### config.mk
export PLATFORM = sky130hd
export DESIGN_NAME = panel_hw_reset_sequencer
export DESIGN_NICKNAME = d
export VERILOG_FILES = /design/src/verilog/rst_seq_pkg.sv /design/src/verilog/nonvolatile_store.sv /design/src/verilog/panel_hw_reset_sequencer.sv
export SDC_FILE = /design/constraint.sdc
export NUM_CORES = 1
export LEC_CHECK = 0
export ABC_CLOCK_PERIOD_IN_PS = 3000
export BUFFER_PORTS_ARGS = -buffer_cell sky130_fd_sc_hd__buf_2
export CAP_MARGIN = 30
export CORE_UTILIZATION = 40
export CTS_BUF_LIST = sky130_fd_sc_hd__clkbuf_16
export DETAILED_ROUTE_END_ITERATION = 6
export HOLD_SLACK_MARGIN = 0.12
export RECOVER_POWER = 25
export SLEW_MARGIN = 10
export SYNTH_ARGS = -nofsm -noshare
export SYNTH_HDL_FRONTEND = slang
export SYNTH_SLANG_ARGS = --single-unit
### constraint.sdc
create_clock -name mclk -period 3 [get_ports mclk]
set_clock_uncertainty 0.2 [all_clocks]
set_input_delay 0.6 -clock mclk [delete_from_list [all_inputs] [get_ports mclk]]
set_output_delay 0.6 -clock mclk [all_outputs]
set_load 0.005 [all_outputs]
### src/verilog/rst_seq_pkg.sv
// Constants and types shared by the panel reset sequencer
package rst_seq_pkg;
   // Clock and timing figures
   localparam int MCLK_MHZ = 125;
   localparam int REJECT_US = 5;
   localparam int FULL_US = 9;
   localparam int CMD_WAIT_MS = 5;
   localparam int SLP_WAIT_MS = 120;
   // Least filter time rounds up; it sits at the reject edge
   localparam int FILT_CYC = REJECT_US * MCLK_MHZ;
   localparam int CMD_WAIT_CYC = CMD_WAIT_MS * 1000 * MCLK_MHZ;
   localparam int SLP_WAIT_CYC = SLP_WAIT_MS * 1000 * MCLK_MHZ;
   // Pin-to-release latency of sync and filter, with a few cycles spare
   localparam int REL_LAT_CYC = FILT_CYC + 8;
   localparam int FILT_W = 11;
   localparam int TM_W = 24;
   // Stored settings: three id bytes then the common voltage byte
   localparam int NV_WORDS = 4;
   localparam int NV_AW = 2;
   localparam int LOAD_END = 4;
   // Stored contents; the values are arbitrary
   localparam logic [7:0] NV_ID0 = 8'h11;
   localparam logic [7:0] NV_ID1 = 8'h22;
   localparam logic [7:0] NV_ID2 = 8'h33;
   localparam logic [7:0] NV_COMMON_VOLTAGE_SETTING = 8'h40;
   localparam logic [7:0] SET_RST = 8'h00;

   typedef enum logic [3:0] {
      ST_RUN = 4'b0001,
      ST_HOLD = 4'b0010,
      ST_LOAD = 4'b0100,
      ST_WAIT = 4'b1000
   } seq_state_e;

   typedef struct packed {
      logic [7:0] id0;
      logic [7:0] id1;
      logic [7:0] id2;
      logic [7:0] common_voltage_setting;
   } panel_settings_s;
endpackage

### src/verilog/nonvolatile_store.sv
// Small read-only settings store with registered read data
`timescale 1ns/1ns
module nonvolatile_store
   import rst_seq_pkg::*;
(
   input wire logic mclk,
   input wire logic rst,
   input wire logic [NV_AW-1:0] addr,
   output logic [7:0] rdata
);
   logic [7:0] word_sel;

   // Word select, id bytes first
   assign word_sel = (addr == 2'h0) ? NV_ID0 :
                     (addr == 2'h1) ? NV_ID1 :
                     (addr == 2'h2) ? NV_ID2 : NV_COMMON_VOLTAGE_SETTING;

   // One cycle read latency
   always_ff @(posedge mclk) begin
      if (rst) begin
         rdata <= SET_RST;
      end else begin
         rdata <= word_sel;
      end
   end
endmodule // nonvolatile_store

### src/verilog/panel_hw_reset_sequencer.sv
// Contract
// - Reset lows under 5 us are ignored and lows over 9 us reset fully.
// - Lows between 5 and 9 us may start a reset with no promise either way.
// - Short highs inside a valid reset low are filtered the same way.
// - Every release reloads id bytes and voltage setting from the store.
// - Cancel ends within 5 ms from sleep-in or 120 ms from sleep-out.
// - The display is blank while resetting, then default state returns.
`timescale 1ns/1ns
module panel_hw_reset_sequencer
   import rst_seq_pkg::*;
#(
   // Counts run from filtered release, so the filter latency comes off
   parameter int CMD_CYC = CMD_WAIT_CYC - REL_LAT_CYC,
   parameter int SLP_CYC = SLP_WAIT_CYC - REL_LAT_CYC
) (
   input wire logic mclk,
   input wire logic rst,
   input wire logic panel_reset_low,
   input wire logic sleep_out_mode,
   output logic core_reset,
   output logic display_blank,
   output logic hw_default,
   output logic cmd_ready,
   output logic sleep_out_ready,
   output panel_settings_s settings
);
   localparam logic [TM_W-1:0] CMD_LIM = TM_W'(CMD_CYC - 1);
   localparam logic [TM_W-1:0] SLP_LIM = TM_W'(SLP_CYC - 1);
   localparam logic [FILT_W-1:0] FILT_LIM = FILT_W'(FILT_CYC - 1);

   logic pin_m_r, pin_s_r;
   logic filt_r, filt_nxt;
   logic [FILT_W-1:0] cnt_r, cnt_nxt;
   seq_state_e state_r, state_nxt;
   logic slp_out_r;
   logic [2:0] ld_idx_r;
   logic [TM_W-1:0] tm_r, tm_nxt;
   logic [7:0] nv_data;
   logic [7:0] set_r [NV_WORDS];
   logic hw_default_r;
   logic pin_low, differ, flip, released, ld_last, cancel_done;
   logic [TM_W-1:0] cancel_lim;

   // Two-flop synchroniser on the pin, low means reset
   always_ff @(posedge mclk) begin
      if (rst) begin
         pin_m_r <= 1'b1;
         pin_s_r <= 1'b1;
      end else begin
         pin_m_r <= panel_reset_low;
         pin_s_r <= pin_m_r;
      end
   end

   // One filter serves both edges so spikes either way are eaten
   assign pin_low = ~pin_s_r;
   assign differ = pin_low != filt_r;
   assign flip = differ && (cnt_r == FILT_LIM);
   assign filt_nxt = flip ? pin_low : filt_r;
   assign cnt_nxt = (differ && !flip) ? cnt_r + FILT_W'(1) : '0;

   always_ff @(posedge mclk) begin
      if (rst) begin
         filt_r <= 1'b0;
         cnt_r <= '0;
      end else begin
         filt_r <= filt_nxt;
         cnt_r <= cnt_nxt;
      end
   end

   // Sequencing decodes
   assign released = (state_r == ST_HOLD) && !filt_r;
   assign ld_last = (state_r == ST_LOAD) && (ld_idx_r == 3'(LOAD_END));
   // limit chosen by mode at reset
   assign cancel_lim = slp_out_r ? SLP_LIM : CMD_LIM;
   assign cancel_done = (state_r == ST_WAIT) && (tm_r >= cancel_lim);

   // Main state machine; a new reset low always wins
   always_comb begin
      state_nxt = state_r;
      case (state_r)
         ST_RUN: begin
            if (filt_r) begin
               state_nxt = ST_HOLD;
            end
         end
         ST_HOLD: begin
            if (!filt_r) begin
               state_nxt = ST_LOAD;
            end
         end
         ST_LOAD: begin
            if (filt_r) begin
               state_nxt = ST_HOLD;
            end else if (ld_last) begin
               state_nxt = ST_WAIT;
            end
         end
         ST_WAIT: begin
            if (filt_r) begin
               state_nxt = ST_HOLD;
            end else if (cancel_done) begin
               state_nxt = ST_RUN;
            end
         end
         default: state_nxt = ST_HOLD;
      endcase
   end

   // Release timer, saturates at the sleep-out wait
   assign tm_nxt = released ? '0 :
                   (tm_r < SLP_LIM) ? tm_r + TM_W'(1) : tm_r;

   always_ff @(posedge mclk) begin
      if (rst) begin
         state_r <= ST_HOLD;
         tm_r <= '0;
      end else begin
         state_r <= state_nxt;
         tm_r <= tm_nxt;
      end
   end

   // Sleep mode is caught as a reset begins from run, blank length follows it
   always_ff @(posedge mclk) begin
      if (rst) begin
         slp_out_r <= 1'b0;
      end else if ((state_r == ST_RUN) && filt_r) begin
         slp_out_r <= sleep_out_mode;
      end
   end

   // Load index: address k goes out, data k-1 comes back
   always_ff @(posedge mclk) begin
      if (rst) begin
         ld_idx_r <= '0;
      end else if (state_r == ST_LOAD) begin
         ld_idx_r <= ld_idx_r + 3'h1;
      end else begin
         ld_idx_r <= '0;
      end
   end

   nonvolatile_store nonvolatile_store_inst (
      .mclk(mclk),
      .rst(rst),
      .addr(ld_idx_r[NV_AW-1:0]),
      .rdata(nv_data)
   );

   // Settings registers, one per stored word
   genvar gi;
   generate
      for (gi = 0; gi < NV_WORDS; gi++) begin : g_set
         always_ff @(posedge mclk) begin
            if (rst) begin
               set_r[gi] <= SET_RST;
            end else if ((state_r == ST_LOAD) &&
                         (ld_idx_r == 3'(gi + 1))) begin
               set_r[gi] <= nv_data;
            end
         end
      end
   endgenerate

   assign settings = {set_r[0], set_r[1], set_r[2], set_r[3]};

   always_ff @(posedge mclk) begin
      if (rst) begin
         hw_default_r <= 1'b0;
      end else begin
         hw_default_r <= cancel_done && !filt_r;
      end
   end

   assign hw_default = hw_default_r;
   assign core_reset = state_r == ST_HOLD;
   assign display_blank = state_r != ST_RUN;
   assign cmd_ready = !filt_r && (state_r != ST_HOLD) &&
                      (state_r != ST_LOAD) && (tm_r >= CMD_LIM);
   assign sleep_out_ready = cmd_ready && (tm_r >= SLP_LIM);
endmodule // panel_hw_reset_sequencer

After elaboration in Yosys (flattened, before gate mapping) --
Memory sizes are Yosys's and may differ from the RTL's. Cells that the tools add are included.
Storage, ports and cells: bits in writable memories 28, memories kept 1, output and inout bits 37, register bits after elaboration 54, input port bits 4, logic and storage cells 98
Cells by class: order comparisons 4, bitwise logic cells 7, eq/ne operators 19, $add $sub $neg 3, reduce and logical (&&, ||, !) cells 23, multiplexer cells 29
Memories:
- set_r | words 4, bits a word 7, read ports 4, clocked after memory_dff 0, wr ports 4, line panel_hw_reset_sequencer.sv:39 | logic [7:0] set_r [NV_WORDS];
Operators with widths (number):
- $mux 7 | 5
- $add 24x1->24 const B | 1
- $ge 24x20->1 const B | 1
- $ge 24x24->1 | 1
- $ge 24x24->1 const B | 1
- $lt 24x24->1 const B | 1
- $mux 24 | 1
- $mux 4 | 6
- $pmux 4 s4 | 1
- $logic_and 1x1->1 | 14
- $mux 1 | 14
- $add 11x1->11 const B | 1
- $eq 11x10->1 const B | 1
- $reduce_or 2->1 | 4
- $eq 3x2->1 const B | 2
- $mux 6 | 1
- $ne 3x3->1 const B | 2
- $mux 5 | 1
- $eq 4x1->1 const B | 1
- $eq 4x2->1 const B | 1
- $eq 4x3->1 const B | 1
- $eq 4x4->1 const B | 1
- $ne 2x2->1 const B | 2
- $ne 4x1->1 const B | 1
- 14 further kinds | 20

Longest topological paths before layout --
word-level depth 7, depth in mapped cells 8, gate-level depth less buffers 8

Cells and area by module --
Synthesis repeated with hierarchy kept, for this count alone.
Unflattened totals: cells, all modules 421, area total of the unflattened synthesis 4116.4 um2
Modules (own cells, without submodules):
- panel_hw_reset_sequencer | area each 3945.0 um2, sequential area each 1901.8 um2, cells each 404, instances 1
- nonvolatile_store | area each 171.4 um2, sequential area each 60.1 um2, cells each 17, instances 1

Worst setup path before layout --
Ideal clock, no wire load.
kind reg2out, start point reg tm_r[16], end point out sleep_out_ready, path buffers 1, setup slack 0.190 ns, data required time 2.200 ns, stages on the path, launching flop included 6, data arrival time 2.010 ns, path through dfxtp_1 -> or4_4 -> o31ai_2 -> clkbuf_1 -> nand2_1 -> nor2_1
Between the ends: word-level cells in the longest chain between the ends 3, elaborated cells between the ends (all ways) 4, those cells by class 2 x order compare; 2 x reduce/logical
Ends and longest elaborated chain:
- start, declared | line panel_hw_reset_sequencer.sv:37 | logic [TM_W-1:0] tm_r, tm_nxt;
- start signal, assigned | line panel_hw_reset_sequencer.sv:121 | tm_r <= tm_nxt;
- $ge 24x20->1 | line panel_hw_reset_sequencer.sv:181 | (state_r != ST_LOAD) && (tm_r >= CMD_LIM);
- $logic_and 1x1->1 | line panel_hw_reset_sequencer.sv:181
- $logic_and 1x1->1 (*) | line panel_hw_reset_sequencer.sv:182 | assign sleep_out_ready = cmd_ready && (tm_r >= SLP_LIM);
- end, declared | line panel_hw_reset_sequencer.sv:24 | output logic sleep_out_ready,
Every way passes the cells marked *; elsewhere a longest branch is shown, timed or not.

Worst setup path after layout --
Ends and elaborated chain as after synthesis.

==> results by group <==
Setup path
  – Worst Path Required: 2.20 ns
  – Crit path kind: flip-flop to primary output
  – End of the worst register-to-register path: tm_r[20]$_SDFFE_PP0P_
  – CP Data Arrival Time: roughly 2.1 ns
  – Crit. End Element: primary output
  – Reg2reg start: tm_r[16]$_SDFFE_PP0P_
  – CP Capture Point: sleep_out_ready
  – Crit path launch: tm_r[16]$_SDFFE_PP0P_
  – Critical-path maximum fanout: 4
  – Reg2Reg Depth: 7
  – Flop-to-flop setup slack: approximately 0.17 ns
  – CP startpoint kind: flip-flop

Synthesis
  – Largest cells by area after synthesis: dfxtp_1 30%, edfxtp_1 11%, ha_1 8.5%
  – Cell taking the most area after synthesis: dfxtp_1
  – Synth Flop Type: dfxtp_1
  – Async SR Flop Fraction: 0%
  – Post-Synth Simple-Gate Area: a little under a quarter
  – XOR/XNOR Fraction of Synth Area: slightly above 6%
  – Largest family of logic cells by synthesized area: simple AND/OR/NAND/NOR gates
  – Synth top cells by count: 51 x nor2_1, 50 x dfxtp_1, 23 x ha_1
  – Mean Syn Cell Area: between 9 and 10 um^2
  – Most common cell in the netlist: nor2_1
  – #FFs+latches synth: 62
  – Yosys cell types: 50
  – Multiplexer area fraction after synthesis: 0%
  – Post-synthesis sequential area ratio: 40.1%
  – Post-Synthesis Cells: around 380
  – Share of the synthesized area in the top cell type: 29.5%
  – Adder-Cell Fraction of Synth Area: 8.49%
  – Ys Warns: 0
  – Number of synthesized flops with an enable pin: 12
  – Compound-gate portion of the synthesized area: 14.6%
  – Cell Area, Synth: roughly 3400 um^2

Placement
  – # port buffers: 28
  – Pre-CTS WS: -0.00688 ns
  – DP Area: 3670 um^2
  – # placed instances: 508
  – Gpl congestion: about 0.84
  – DPL Wire Length: between 4 and 5 mm

GRT
  – First-pass GRT wire length: 11.3 mm
  – Vias in the first global route: 2,515
  – Grt total ovfl: 0
  – Largest net degree at the start of global routing: 21
  – Total track usage: 16.4%
  – Antenna violations before repair: 0

Power and ir drop
  – Pwr Density: 538 nW/um^2
  – P_leak: 1.57 nW
  – Peak VDD IR: 0.215 mV

Die
  – CORE AREA: 8220 um^2
  – Die Y: 94.1 um
  – Total die area: 8850 um^2
  – Ports: slightly above 40
  – Std cell rows: 33
  – Die Width: 94.1 um
  – Initial Utilization: 41.3%

STA
  – Fmax: 342 MHz
  – Final setup fails: 0
  – Fin. Hold Viols: 0
  – Setup ws final: 0.0723 ns
  – Final Max Tran Viols: 0
  – Fin crit share: 97.6%
  – Worst-margin pin slew: 0.876 ns
  – Final min period: 2.93 ns
  – Rel. slew slack: 40.8%

Final layout
  – Design Area, Final: 4020 um^2
  – Antenna Cells: 0
  – Nets@finish: about 440
  – # fillers: 761
  – Register Area: 1360 um^2
  – Multi-input logic area: ~1800 um^2
  – Layout area overhead: 18.5%
  – Layout cells sized above 1: 16.2%
  – Finished Layout Cells: around 530

Drt
  – ANT nets after route: 0
  – Number of DRC markers in iteration 0: 93
  – Pre-antenna DRT Iters: 4
  – Vias/cell: 5.14
  – DRC: 0
  – WL final: ~6.6 mm
  – WL/cell: between 10 and 15 um
  – Via count: 2,699

Clocking
  – Worst-path clk slew: 0.06 ns
  – Root buffer cell: clkbuf_16
  – Max clock buf depth: 2
  – CTS tree: built
  – H-tree depth: 3
  – Cts bufs inserted: 9
  – Post-CTS Hold Buffers: 0
  – CTS Sinks: 62
  – Skew-Pair Late Insertion Delay: 0.32 ns

Status
  – Outcome: complete, no violations

Flow run
  – Max cap viols: 0

Worst hold path
  – Hold crit path type: flip-flop to flip-flop
## sequential cells by signal (all words and copies together), names as in the netlist
register,count
set_r,12
hw_default,1
nonvolatile_store_inst.rdata,3
state_r,4
pin_s_r,1
pin_m_r,1
ld_idx_r,3
filt_r,1
slp_out_r,1
tm_r,24
cnt_r,11
## power breakdown
part / internal (W) / switching, W / total (W) / leakage, nW
logic: 0.0000458 / 0.0000777 / 0.000123 / 0.873
clock network: 0.000779 / 0.000372 / 0.00115 / 0.164
registers: 0.000869 / 0.0000208 / 0.000890 / 0.528
## worst min-delay path by stage
stage	endpoint	from	cells after the start
final	pin_s_r$_SDFF_PP1_	pin_m_r$_SDFF_PP1_	1
after global routing	pin_s_r$_SDFF_PP1_	pin_m_r$_SDFF_PP1_	1
after CTS	pin_s_r$_SDFF_PP1_	pin_m_r$_SDFF_PP1_	1
after detailed placement	pin_s_r$_SDFF_PP1_	pin_m_r$_SDFF_PP1_	1
after global placement	pin_s_r$_SDFF_PP1_	pin_m_r$_SDFF_PP1_	1
after floorplan	pin_s_r$_SDFF_PP1_	pin_m_r$_SDFF_PP1_	1
## cell type report
type	instances	area share, %
clock buffers	10	6.23
clock inverters	6	2.24
inverters	17	1.59
multi-input cells	274	45.4
flip-flops and latches	62	33.9
well taps	105	3.27
repair buffers	51	7.38
## per-stage QoR
step	total power (W)	utilization [%]	TNS [ns]	hold WS, ns
2_1_floorplan	0.00100	-	0	0.189
3_3_place_gp	0.00103	44.6	0	0.202
3_5_place_dp	0.00103	44.6	-0.00688	0.207
4_1_cts	0.00219	49.0	0	0.217
5_1_grt	0.00225	48.9	-0.0216	0.240
6_report	0.00216	48.9	0	0.211
## logic make-up (layout without fill, tap and decap cells)
family / after synthesis / count (layout)
flops: 62 / 62
buf+inv: 51 / 84
compound gates: 65 / 65
other cells: 1 / 12
xor+xnor: 24 / 24
fa+ha+maj: 23 / 23
simple gates: 150 / 150
## cell usage in the layout (no fill, tap or decap), types with 2 or more instances in the layout
| master | Yosys | routed |
|---|---|---|
| a2111oi_1 | 2 | 2 |
| a2111oi_4 | 2 | 3 |
| a211oi_1 | 8 | 8 |
| a21o_1 | 5 | 5 |
| a21oi_1 | 20 | 20 |
| a31o_2 | 4 | 4 |
| a31oi_1 | 2 | 2 |
| and2_1 | 10 | 9 |
| and3_1 | 9 | 9 |
| and4_1 | 2 | 2 |
| buf_2 | 0 | 15 |
| buf_4 | 20 | 23 |
| bufinv_16 | 0 | 2 |
| clkbuf_1 | 14 | 12 |
| clkbuf_16 | 0 | 10 |
| conb_1 | 1 | 12 |
| dfxtp_1 | 50 | 50 |
| edfxtp_1 | 12 | 12 |
| ha_1 | 23 | 23 |
| inv_1 | 17 | 17 |
| nand2_1 | 17 | 17 |
| nand2b_1 | 8 | 8 |
| nand3_1 | 19 | 19 |
| nand4_1 | 3 | 3 |
| nor2_1 | 51 | 51 |
| nor2b_1 | 3 | 3 |
| nor3_1 | 4 | 4 |
| nor3b_1 | 2 | 2 |
| nor4_1 | 5 | 5 |
| nor4b_1 | 3 | 3 |
| o211ai_1 | 2 | 2 |
| o21ai_0 | 6 | 6 |
| o21bai_1 | 2 | 2 |
| or2_2 | 4 | 4 |
| or3_1 | 5 | 5 |
| or4_1 | 2 | 2 |
| xnor2_1 | 19 | 19 |
| xor2_1 | 5 | 5 |
## critical path, cell delays in order, from the launching register on
cell	delay, ns
dfxtp_1	0.31
or4_4	0.58
a2111oi_4	0.42
o31ai_4	0.14
nand2_1	0.16
nor2_1	0.07
buf_2	0.12
## metal layers
metal	global-route usage (%)	vias to the layer above	wire length, um	share of wire (%)
li1	-	1372	-	-
met1	19.2	1246	3130	47
met2	28.3	70	3140	47
met3	3.56	11	236	3.6
met4	7.44	0	111	1.7
met5	0	-	0	0
## what timing repair did
| item | CTS | global route |
|---|---|---|
| pin swaps | 0 | 0 |
| resized for setup | 1 | 1 |
| endpoints found under the setup margin | 1 | 3 |
| setup buffers | 1 | 0 |
| endpoints found under the hold margin | 0 | 0 |
Power figures use the tool's default switching activity.
